[src/tmr_map.vh]
// register addresses, field positions, reset values and divider counts of the dual timer
`ifndef TMR_MAP_VH
`define TMR_MAP_VH
`define TMR_ADDR_CTRL 8'h88
`define TMR_ADDR_MODE 8'h89
`define TMR_ADDR_T0_LOW 8'h8A
`define TMR_ADDR_T1_LOW 8'h8B
`define TMR_ADDR_T0_HIGH 8'h8C
`define TMR_ADDR_T1_HIGH 8'h8D
`define TMR_ADDR_AUX_TWO 8'hA3
`define TMR_ADDR_AUX_THREE 8'hA4
`define TMR_ADDR_GATE_EXT 8'hA5
`define TMR_RESET_BYTE 8'h00
`define TMR_CTRL_TF1 7
`define TMR_CTRL_TR1 6
`define TMR_CTRL_TF0 5
`define TMR_CTRL_TR0 4
`define TMR_MODE_T1_GATE 7
`define TMR_MODE_T1_CT 6
`define TMR_MODE_T0_GATE 3
`define TMR_MODE_T0_CT 2
`define TMR_AUX2_T1_X12 3
`define TMR_AUX2_T0_X12 2
`define TMR_AUX2_T1_CKOE 1
`define TMR_AUX2_T0_CKOE 0
`define TMR_AUX3_T0_XL 0
`define TMR_GEXT_T1_G1 1
`define TMR_GEXT_T0_G1 0
`define TMR_DIV_BASE 4'd12
`define TMR_DIV_STEP 2'd3
`define TMR_OPM_PWM 2'b00
`define TMR_OPM_WIDE 2'b01
`define TMR_OPM_RELOAD 2'b10
`define TMR_OPM_SPLIT 2'b11
`endif

[src/tmr_pin_edge.v]
// two-stage synchroniser for a pin with a registered falling-edge detector
`timescale 1ns/1ps
module tmr_pin_edge (
  input wire core_clk_in,
  input wire rstn_in,
  input wire pin_in,
  output wire level_out,
  output reg fall_out
);
  reg meta_r; // first stage, read only by sync_r
  reg sync_r; // safe synchronised level
  reg prev_r; // level one clock earlier

  assign level_out = sync_r;

  // high sample followed by low sample gives one pulse
  always @(posedge core_clk_in) begin
    if (!rstn_in) begin
      meta_r <= 1'b1;
      sync_r <= 1'b1;
      prev_r <= 1'b1;
      fall_out <= 1'b0;
    end else begin
      meta_r <= pin_in;
      sync_r <= meta_r;
      prev_r <= sync_r;
      fall_out <= prev_r & ~sync_r;
    end
  end
endmodule // tmr_pin_edge

[src/tmr_dual_top.v]
// two classic timer/counters with pwm, auto-reload, split mode and clock output
`timescale 1ns/1ps
`include "tmr_map.vh"
module tmr_dual_top (
  input wire core_clk_in,
  input wire rstn_in,
  input wire [7:0] sfr_addr_in,
  input wire sfr_wr_in,
  input wire [7:0] sfr_wdata_in,
  input wire sfr_rd_in,
  output reg [7:0] sfr_rdata_out,
  input wire timer_zero_count_pin_in,
  input wire timer_one_count_pin_in,
  input wire ext_int0_pin_in,
  input wire ext_int1_pin_in,
  input wire timer_two_flag_in,
  input wire timer_three_flag_in,
  input wire keypad_event_in,
  input wire serial_tx_flag_in,
  input wire slow_osc_tick_in,
  input wire wdt_prescale_tick_in,
  output reg timer_zero_clkout_pin_out,
  output reg timer_one_clkout_pin_out,
  output reg timer_zero_irq_out,
  output reg timer_one_irq_out,
  output reg timer_one_overflow_pulse_out
);
  // software visible registers
  reg [7:0] ctrl_r; // run bits and overflow flags
  reg [7:0] mode_r; // gate, counter select and mode fields
  reg [7:0] tl0_r; // timer_zero_low_count
  reg [7:0] th0_r; // timer_zero_high_count
  reg [7:0] tl1_r; // timer_one_low_count
  reg [7:0] th1_r; // timer_one_high_count
  reg [3:0] aux2_r; // fast selects and clock output enables
  reg aux3_xl_r; // timer_zero_prescale_extend
  reg [1:0] gext_r; // high bits of the gate select fields
  // prescaler state
  reg [3:0] div12_cnt_r; // counts clocks within one machine cycle
  reg [1:0] div48_cnt_r; // counts machine cycles by four
  reg [1:0] div192_cnt_r; // counts quarter groups by four
  reg tick12_r; // one clock per twelve
  reg tick48_r; // one clock per forty-eight
  reg tick192_r; // one clock per hundred ninety-two
  // clock output toggles and pwm levels
  reg tog0_r;
  reg tog1_r;
  reg timer_one_overflow_pulse_r; // timer one overflow from last clock, feeds timer zero source
  wire t0_lvl_unused;
  wire t1_lvl_unused;
  wire t0_fall; // falling edge on timer zero count pin
  wire t1_fall; // falling edge on timer one count pin
  wire int0_lvl; // synchronised external interrupt levels
  wire int1_lvl;
  wire int0_fall_unused;
  wire int1_fall_unused;
  // decoded controls
  wire tr0 = ctrl_r[`TMR_CTRL_TR0];
  wire tr1 = ctrl_r[`TMR_CTRL_TR1];
  wire cko0 = aux2_r[`TMR_AUX2_T0_CKOE];
  wire cko1 = aux2_r[`TMR_AUX2_T1_CKOE];
  wire x12_0 = aux2_r[`TMR_AUX2_T0_X12];
  wire x12_1 = aux2_r[`TMR_AUX2_T1_X12];
  wire ct0 = mode_r[`TMR_MODE_T0_CT];
  wire ct1 = mode_r[`TMR_MODE_T1_CT];
  wire [1:0] gsel0 = {gext_r[`TMR_GEXT_T0_G1], mode_r[`TMR_MODE_T0_GATE]};
  wire [1:0] gsel1 = {gext_r[`TMR_GEXT_T1_G1], mode_r[`TMR_MODE_T1_GATE]};
  // clock output mode overrides the mode field with auto-reload
  wire [1:0] opm0 = cko0 ? `TMR_OPM_RELOAD : mode_r[1:0];
  wire [1:0] opm1 = cko1 ? `TMR_OPM_RELOAD : mode_r[5:4];
  wire split0 = (opm0 == `TMR_OPM_SPLIT);
  wire hold1 = (opm1 == `TMR_OPM_SPLIT);

  // gate pass: true when the chosen source lets counting proceed
  function gate_ok;
    input [1:0] sel;
    input int_lvl;
    input tf_other;
    input misc;
    begin
      case (sel)
        2'b00: gate_ok = 1'b1;
        2'b01: gate_ok = int_lvl;
        2'b10: gate_ok = tf_other;
        default: gate_ok = misc;
      endcase
    end
  endfunction

  // one step of an eight-bit auto-reload or pwm counter
  function [8:0] step8;
    input [7:0] cnt;
    input [7:0] reload;
    begin
      if (cnt == 8'hFF) begin
        step8 = {1'b1, reload};
      end else begin
        step8 = {1'b0, cnt + 8'h01};
      end
    end
  endfunction

  tmr_pin_edge u_t0_pin (
    .core_clk_in(core_clk_in),
    .rstn_in(rstn_in),
    .pin_in(timer_zero_count_pin_in),
    .level_out(t0_lvl_unused),
    .fall_out(t0_fall)
  );
  tmr_pin_edge u_t1_pin (
    .core_clk_in(core_clk_in),
    .rstn_in(rstn_in),
    .pin_in(timer_one_count_pin_in),
    .level_out(t1_lvl_unused),
    .fall_out(t1_fall)
  );
  tmr_pin_edge u_int0_pin (
    .core_clk_in(core_clk_in),
    .rstn_in(rstn_in),
    .pin_in(ext_int0_pin_in),
    .level_out(int0_lvl),
    .fall_out(int0_fall_unused)
  );
  tmr_pin_edge u_int1_pin (
    .core_clk_in(core_clk_in),
    .rstn_in(rstn_in),
    .pin_in(ext_int1_pin_in),
    .level_out(int1_lvl),
    .fall_out(int1_fall_unused)
  );

  // clock source selection for both timers
  reg src0;
  reg src1;
  always @* begin
    case ({aux3_xl_r, x12_0, ct0})
      3'b000: src0 = tick12_r;
      3'b001: src0 = t0_fall;
      3'b010: src0 = 1'b1;
      3'b011: src0 = slow_osc_tick_in;
      3'b100: src0 = tick48_r;
      3'b101: src0 = wdt_prescale_tick_in;
      3'b110: src0 = tick192_r;
      default: src0 = timer_one_overflow_pulse_r;
    endcase
    case ({x12_1, ct1})
      2'b00: src1 = tick12_r;
      2'b01: src1 = t1_fall;
      2'b10: src1 = 1'b1;
      default: src1 = tick48_r;
    endcase
  end

  // split high byte is locked to timer function, never the pin
  wire src0_high = x12_0 ? 1'b1 : tick12_r;
  wire g0 = gate_ok(gsel0, int0_lvl, timer_two_flag_in, keypad_event_in);
  wire g1 = gate_ok(gsel1, int1_lvl, timer_three_flag_in, serial_tx_flag_in);
  wire en0 = src0 & tr0 & g0;
  // while timer zero is split, timer one loses its run bit and counts whenever its gate passes and it is not held in split mode
  wire en1 = src1 & (split0 | tr1) & g1 & ~hold1;
  wire en0_high = src0_high & tr1 & split0;

  // next count values and overflow events
  reg [7:0] tl0_nxt;
  reg [7:0] th0_nxt;
  reg [7:0] tl1_nxt;
  reg [7:0] th1_nxt;
  reg ovf0;
  reg ovf1;
  reg ovf0_high;
  reg [8:0] s0;
  reg [8:0] s1;
  reg [8:0] sh;
  always @* begin
    s0 = 9'h000;
    s1 = 9'h000;
    sh = 9'h000;
    tl0_nxt = tl0_r;
    th0_nxt = th0_r;
    tl1_nxt = tl1_r;
    th1_nxt = th1_r;
    ovf0 = 1'b0;
    ovf1 = 1'b0;
    ovf0_high = 1'b0;
    if (en0) begin
      case (opm0)
        `TMR_OPM_PWM: begin
          s0 = step8(tl0_r, 8'h00);
          tl0_nxt = s0[7:0];
          ovf0 = s0[8];
        end
        `TMR_OPM_WIDE: begin
          {th0_nxt, tl0_nxt} = {th0_r, tl0_r} + 16'h0001;
          ovf0 = ({th0_r, tl0_r} == 16'hFFFF);
        end
        default: begin
          s0 = step8(tl0_r, split0 ? 8'h00 : th0_r);
          tl0_nxt = s0[7:0];
          ovf0 = s0[8];
        end
      endcase
    end
    if (en0_high) begin
      sh = step8(th0_r, 8'h00);
      th0_nxt = sh[7:0];
      ovf0_high = sh[8];
    end
    if (en1) begin
      case (opm1)
        `TMR_OPM_PWM: begin
          s1 = step8(tl1_r, 8'h00);
          tl1_nxt = s1[7:0];
          ovf1 = s1[8];
        end
        `TMR_OPM_WIDE: begin
          {th1_nxt, tl1_nxt} = {th1_r, tl1_r} + 16'h0001;
          ovf1 = ({th1_r, tl1_r} == 16'hFFFF);
        end
        default: begin
          s1 = step8(tl1_r, th1_r);
          tl1_nxt = s1[7:0];
          ovf1 = s1[8];
        end
      endcase
    end
  end

  // overflow flags: hardware set wins over a software clear in the same clock
  wire set_tf0 = ovf0;
  wire set_tf1 = split0 ? ovf0_high : ovf1;
  wire wr_ctrl = sfr_wr_in & (sfr_addr_in == `TMR_ADDR_CTRL);

  // prescaler: divide by twelve, then twice by four
  always @(posedge core_clk_in) begin
    if (!rstn_in) begin
      div12_cnt_r <= 4'h0;
      div48_cnt_r <= 2'h0;
      div192_cnt_r <= 2'h0;
      tick12_r <= 1'b0;
      tick48_r <= 1'b0;
      tick192_r <= 1'b0;
    end else begin
      tick12_r <= 1'b0;
      tick48_r <= 1'b0;
      tick192_r <= 1'b0;
      if (div12_cnt_r == (`TMR_DIV_BASE - 4'd1)) begin
        div12_cnt_r <= 4'h0;
        tick12_r <= 1'b1;
        div48_cnt_r <= div48_cnt_r + 2'h1;
        if (div48_cnt_r == `TMR_DIV_STEP) begin
          tick48_r <= 1'b1;
          div192_cnt_r <= div192_cnt_r + 2'h1;
          if (div192_cnt_r == `TMR_DIV_STEP) begin
            tick192_r <= 1'b1;
          end
        end
      end else begin
        div12_cnt_r <= div12_cnt_r + 4'h1;
      end
    end
  end

  // register file and counters; a software write to a count byte wins over counting
  always @(posedge core_clk_in) begin
    if (!rstn_in) begin
      ctrl_r <= `TMR_RESET_BYTE;
      mode_r <= `TMR_RESET_BYTE;
      tl0_r <= `TMR_RESET_BYTE;
      th0_r <= `TMR_RESET_BYTE;
      tl1_r <= `TMR_RESET_BYTE;
      th1_r <= `TMR_RESET_BYTE;
      aux2_r <= 4'h0;
      aux3_xl_r <= 1'b0;
      gext_r <= 2'b00;
    end else begin
      tl0_r <= tl0_nxt;
      th0_r <= th0_nxt;
      tl1_r <= tl1_nxt;
      th1_r <= th1_nxt;
      if (wr_ctrl) begin
        ctrl_r[`TMR_CTRL_TR1] <= sfr_wdata_in[`TMR_CTRL_TR1];
        ctrl_r[`TMR_CTRL_TR0] <= sfr_wdata_in[`TMR_CTRL_TR0];
      end
      if (set_tf0) begin
        ctrl_r[`TMR_CTRL_TF0] <= 1'b1;
      end else if (wr_ctrl) begin
        ctrl_r[`TMR_CTRL_TF0] <= sfr_wdata_in[`TMR_CTRL_TF0];
      end
      if (set_tf1) begin
        ctrl_r[`TMR_CTRL_TF1] <= 1'b1;
      end else if (wr_ctrl) begin
        ctrl_r[`TMR_CTRL_TF1] <= sfr_wdata_in[`TMR_CTRL_TF1];
      end
      if (sfr_wr_in) begin
        case (sfr_addr_in)
          `TMR_ADDR_MODE: mode_r <= sfr_wdata_in;
          `TMR_ADDR_T0_LOW: tl0_r <= sfr_wdata_in;
          `TMR_ADDR_T0_HIGH: th0_r <= sfr_wdata_in;
          `TMR_ADDR_T1_LOW: tl1_r <= sfr_wdata_in;
          `TMR_ADDR_T1_HIGH: th1_r <= sfr_wdata_in;
          `TMR_ADDR_AUX_TWO: aux2_r <= sfr_wdata_in[3:0];
          `TMR_ADDR_AUX_THREE: aux3_xl_r <= sfr_wdata_in[`TMR_AUX3_T0_XL];
          `TMR_ADDR_GATE_EXT: gext_r <= sfr_wdata_in[1:0];
          default: ;
        endcase
      end
    end
  end

  // registered read data; unknown addresses and unused bits read zero
  always @(posedge core_clk_in) begin
    if (!rstn_in) begin
      sfr_rdata_out <= 8'h00;
    end else if (sfr_rd_in) begin
      case (sfr_addr_in)
        `TMR_ADDR_CTRL: sfr_rdata_out <= {ctrl_r[7:4], 4'h0};
        `TMR_ADDR_MODE: sfr_rdata_out <= mode_r;
        `TMR_ADDR_T0_LOW: sfr_rdata_out <= tl0_r;
        `TMR_ADDR_T0_HIGH: sfr_rdata_out <= th0_r;
        `TMR_ADDR_T1_LOW: sfr_rdata_out <= tl1_r;
        `TMR_ADDR_T1_HIGH: sfr_rdata_out <= th1_r;
        `TMR_ADDR_AUX_TWO: sfr_rdata_out <= {4'h0, aux2_r};
        `TMR_ADDR_AUX_THREE: sfr_rdata_out <= {7'h00, aux3_xl_r};
        `TMR_ADDR_GATE_EXT: sfr_rdata_out <= {6'h00, gext_r};
        default: sfr_rdata_out <= 8'h00;
      endcase
    end
  end

  // clock output toggles once per overflow: period 2*(256-reload) input ticks
  always @(posedge core_clk_in) begin
    if (!rstn_in) begin
      tog0_r <= 1'b0;
      tog1_r <= 1'b0;
      timer_one_overflow_pulse_r <= 1'b0;
      timer_zero_clkout_pin_out <= 1'b0;
      timer_one_clkout_pin_out <= 1'b0;
      timer_zero_irq_out <= 1'b0;
      timer_one_irq_out <= 1'b0;
      timer_one_overflow_pulse_out <= 1'b0;
    end else begin
      if (!cko0) begin
        tog0_r <= 1'b0;
      end else if (ovf0) begin
        tog0_r <= ~tog0_r;
      end
      if (!cko1) begin
        tog1_r <= 1'b0;
      end else if (ovf1) begin
        tog1_r <= ~tog1_r;
      end
      // one overflow rate feeds baud logic and the clock pin alike
      timer_one_overflow_pulse_r <= ovf1;
      timer_one_overflow_pulse_out <= ovf1;
      // pin shows the square wave when enabled, else the pwm compare level
      timer_zero_clkout_pin_out <= cko0 ? tog0_r : (tl0_r >= th0_r);
      timer_one_clkout_pin_out <= cko1 ? tog1_r : (tl1_r >= th1_r);
      timer_zero_irq_out <= ctrl_r[`TMR_CTRL_TF0] & ~cko0;
      // split high byte owns timer one's interrupt even when timer one clocks out
      timer_one_irq_out <= ctrl_r[`TMR_CTRL_TF1] & (split0 | ~cko1);
    end
  end
endmodule // tmr_dual_top

[config.mk]
export PLATFORM = sky130hd
export DESIGN_NAME = tmr_dual_top
export DESIGN_NICKNAME = d
export VERILOG_FILES = /design/src/tmr_pin_edge.v /design/src/tmr_dual_top.v
export VERILOG_INCLUDE_DIRS = /design/src
export SDC_FILE = /design/constraint.sdc
export NUM_CORES = 1
export LEC_CHECK = 0
export ABC_AREA = 1
export BUFFER_PORTS_ARGS = -buffer_cell sky130_fd_sc_hd__buf_4
export CAP_MARGIN = 15
export CORE_UTILIZATION = 44
export CTS_CLUSTER_SIZE = 40
export DETAILED_ROUTE_END_ITERATION = 10
export PLACE_DENSITY = 0.72
export SYNTH_ARGS = -nofsm -noshare
export SYNTH_HDL_FRONTEND = slang
export SYNTH_SLANG_ARGS = --single-unit
[constraint.sdc]
create_clock -name core_clk_in -period 5 [get_ports core_clk_in]
set_clock_uncertainty 0.05 [all_clocks]
set_input_delay 0.75 -clock core_clk_in [delete_from_list [all_inputs] [get_ports core_clk_in]]
set_output_delay 0.75 -clock core_clk_in [all_outputs]
set_load 0.005 [all_outputs]
==> results.py <==
metrics = {
    "critical_path": {
        "crit_arrival_ns": 2.24,
        "critPathSlowestCell": "nor2_4",
        "path_delay_family": "simple AND/OR/NAND/NOR gates",
        "crit_path_end_kind": "flop",
        "crit_fanout": 25,
        "start_kind": "flop",
        "cp_common_cell": "nand3_1",
        "r2r_slack_ns": 2.99,
        "cp_slowest_stage_delay_ns": 0.47,
        "worstSetupPathType": "flop to flop",
        "crit_buf_inv": 2,
        "path_cells": "inv_2 > nand3_1 > nand3_1 > nand3_1 > nor2_4 > nand2_1 > o21ai_1 > inv_1 > a21oi_1",
        "required_ns": 5.23,
    },
    "floorplan": {
        "die_area_sq_um": 12900,
        "core_sq_um": 12100,
        "die_x_um": 114,
        "ioPinCount": 43,
        "initial_core_util_pct": 45.4,
        "die_h_um": 114,
        "num_rows": 40,
    },
    "synth": {
        "syn_area_per_cell_sq_um": 6.66,
        "ys_types": 41,
        "synth_seq_cells": 89,
        "yosysWarnings": 0,
        "synth-adder-area-share_pct": 5.01,
        "synth.top_cells.by_area": "dfxtp_1 (32%), nand2_1 (11%), inv_1 (6.9%)",
        "netlist_instances": 826,
        "yosys.area.top_type": "dfxtp_1",
        "synth_compound_area_share_pct": 17.0,
        "synth_top_family_by_area": "simple AND/OR/NAND/NOR gates",
        "muxShareOfSynthArea_pct": 0,
        "netlist_area_sq_um": 5500,
        "yosysSeqAreaShare_pct": 32.4,
        "synthSimpleGateAreaFrac_pct": 33.4,
        "synth-xor-area-share_pct": 1.59,
        "synth_nets": 878,
        "synth_top_area_share_pct": 32.4,
    },
    "clock_network": {
        "cts_max_level": 3,
        "ctsHoldBuffers": 0,
        "cts_tree": "done",
        "post_cts_buffers": 0,
        "cts.sinks": 89,
        "clk_pin_slew_ns": 0.07,
        "numCtsBuffers": 9,
        "insertion_delay_ns": 0.36,
        "cts.repair.resized": 0,
        "ctsRootBufferMaster": "clkbuf_16",
        "clockBufferDepth": 2,
    },
    "placed_design": {
        "post-place-ws_ns": 2.71,
        "globalplace.congestion": 0.938,
        "place.port_buffers": 42,
        "postPlaceCellArea_sq_um": 5920,
        "dp_hpwl_mm": 11.8,
    },
    "timing": {
        "fmax_ghz": 0.499,
        "worstMarginPinSlew_ns": 0.572,
        "finalSetupViolCount": 0,
        "slew_headroom_pct": 61.8,
        "fin_ws_ns": 2.99,
        "hold_ws_ns": 0.365,
        "maxSlewViolCount": 0,
        "finalCritPeriodShare_pct": 40.1,
        "setup_tns_ns": 0,
        "finalHoldViolations": 0,
        "final.min_clock_period_ns": 2.01,
        "grt_setup_unrepaired": "no",
    },
    "routing": {
        "first_iter_violations": 451,
        "vias": 5450,
        "dr.pass1.iters": 6,
        "wl_mm": 15.7,
        "routedWlPerCell_um": 15.3,
        "drc": 0,
        "viasPerCell": 5.28,
        "antenna_left": 0,
    },
    "run": {
        "cap_violations": 0,
    },
    "power": {
        "vdd_drop_max_uv": 306,
        "power.density_nw_per_um2": 251,
        "power_leakage_nw": 2.67,
    },
    "grt": {
        "grt_first_pass_wirelength_mm": 24.9,
        "use_met3_pct": 3.93,
        "grt_pass1_vias": 4823,
        "busiest_layer": "met2",
        "antenna_found_initial": 0,
        "grt_usage_pct": 25.2,
        "grt_util_met1_pct": 33.9,
        "use_met2_pct": 40.5,
        "grt_max_degree": 45,
        "grt-ovfl-total": 0,
    },
    "cells_and_area": {
        "antennaDiodeCount": 0,
        "finalNetCount": 911,
        "final_area_sq_um": 6250,
        "drive_above_1_share_pct": 15.4,
        "synthToLayoutAreaGrowth_pct": 13.6,
    },
    "run_status": {
        "outcome": "completed",
    },
    "min_path": {
        "hold_class": "flop to flop",
    },
}
[area by class of cell]
type | count | area [sq um]
tap | 168 | 210
multi-input combinational | 592 | 3130
clock inverter | 7 | 108
sequential | 89 | 1780
fill | 1250 | 5860
clock buffer | 9 | 225
inverter | 124 | 467
timing repair buffer | 43 | 323
[logic make-up (layout without fill, tap and decap cells)]
| family | count (synthesis) | after routing |
|---|---|---|
| xor+xnor | 10 | 10 |
| buf+inv | 145 | 183 |
| flops | 89 | 89 |
| simple gates | 387 | 387 |
| fa+ha+maj | 22 | 22 |
| compound gates | 173 | 173 |
[registers in the layout, indices dropped and copies added, names as in the netlist, 2 cells and up]
register,flops
mode_r,8
sfr_rdata_out,8
th0_r,8
th1_r,8
tl0_r,8
tl1_r,8
aux2_r,4
ctrl_r,4
div12_cnt_r,4
div192_cnt_r,2
div48_cnt_r,2
gext_r,2
[power breakdown]
group	switching, mW	internal [mW]	total [mW]
logic	0.0517	0.0314	0.0831
clock network	0.314	0.449	0.763
registers	0.00418	0.717	0.721
[synth_stat cells (all sizes together)]
cell       n
nand3b     1
o31ai      1
xor2       9
a211oi     1
o22ai     17
nand4     16
o2111ai    3
nand3     73
or2       12
nor2      88
inv      122
dfxtp     89
clkbuf    11
o21a       2
buf       10
a21oi     69
a31oi      7
clkinv     2
xnor2      1
nand2    181
o21ai     69
o211ai     4
ha        22
nor3b      1
nor3      15
[placed cells by master (no fill, tap or decap), drive strengths merged, types with 12 or more instances in the layout]
master / Yosys / final
inv: 122 / 126
o21ai: 69 / 69
nor3: 15 / 15
nand3: 73 / 73
buf: 10 / 43
nor2: 88 / 88
nand4: 16 / 16
ha: 22 / 22
nand2: 181 / 181
a21oi: 69 / 69
or2: 12 / 12
dfxtp: 89 / 89
o22ai: 17 / 17
[per-stage QoR]
stage / power (mW) / util [%] / instances
5_1_grt: 1.61 / 51.6 / 1032
4_1_cts: 1.58 / 51.6 / 1032
6_report: 1.57 / 51.6 / 1032
3_5_place_dp: 0.820 / 48.8 / 1016
3_3_place_gp: 0.818 / 48.8 / 1016
2_1_floorplan: 0.779 / - / 826
[metal layers]
layer	routed length [um]	part of all wire, %
met1	7180	46
met2	7270	46
met3	854	5.4
met4	433	2.8
met5	0	0
[worst paths after layout]
kind,startpoint,to,cells past startpoint
max,aux2_r[2]$_SDFFE_PN0P_,tl0_r[7]$_SDFF_PN0_,9
min,u_t0_pin.meta_r$_SDFF_PN1_,u_t0_pin.level_out$_SDFF_PN1_,1
max reg2reg,aux2_r[2]$_SDFFE_PN0P_,tl0_r[7]$_SDFF_PN0_,9
min reg2reg,u_t0_pin.meta_r$_SDFF_PN1_,u_t0_pin.level_out$_SDFF_PN1_,1
(Power assumes the default switching activity.)
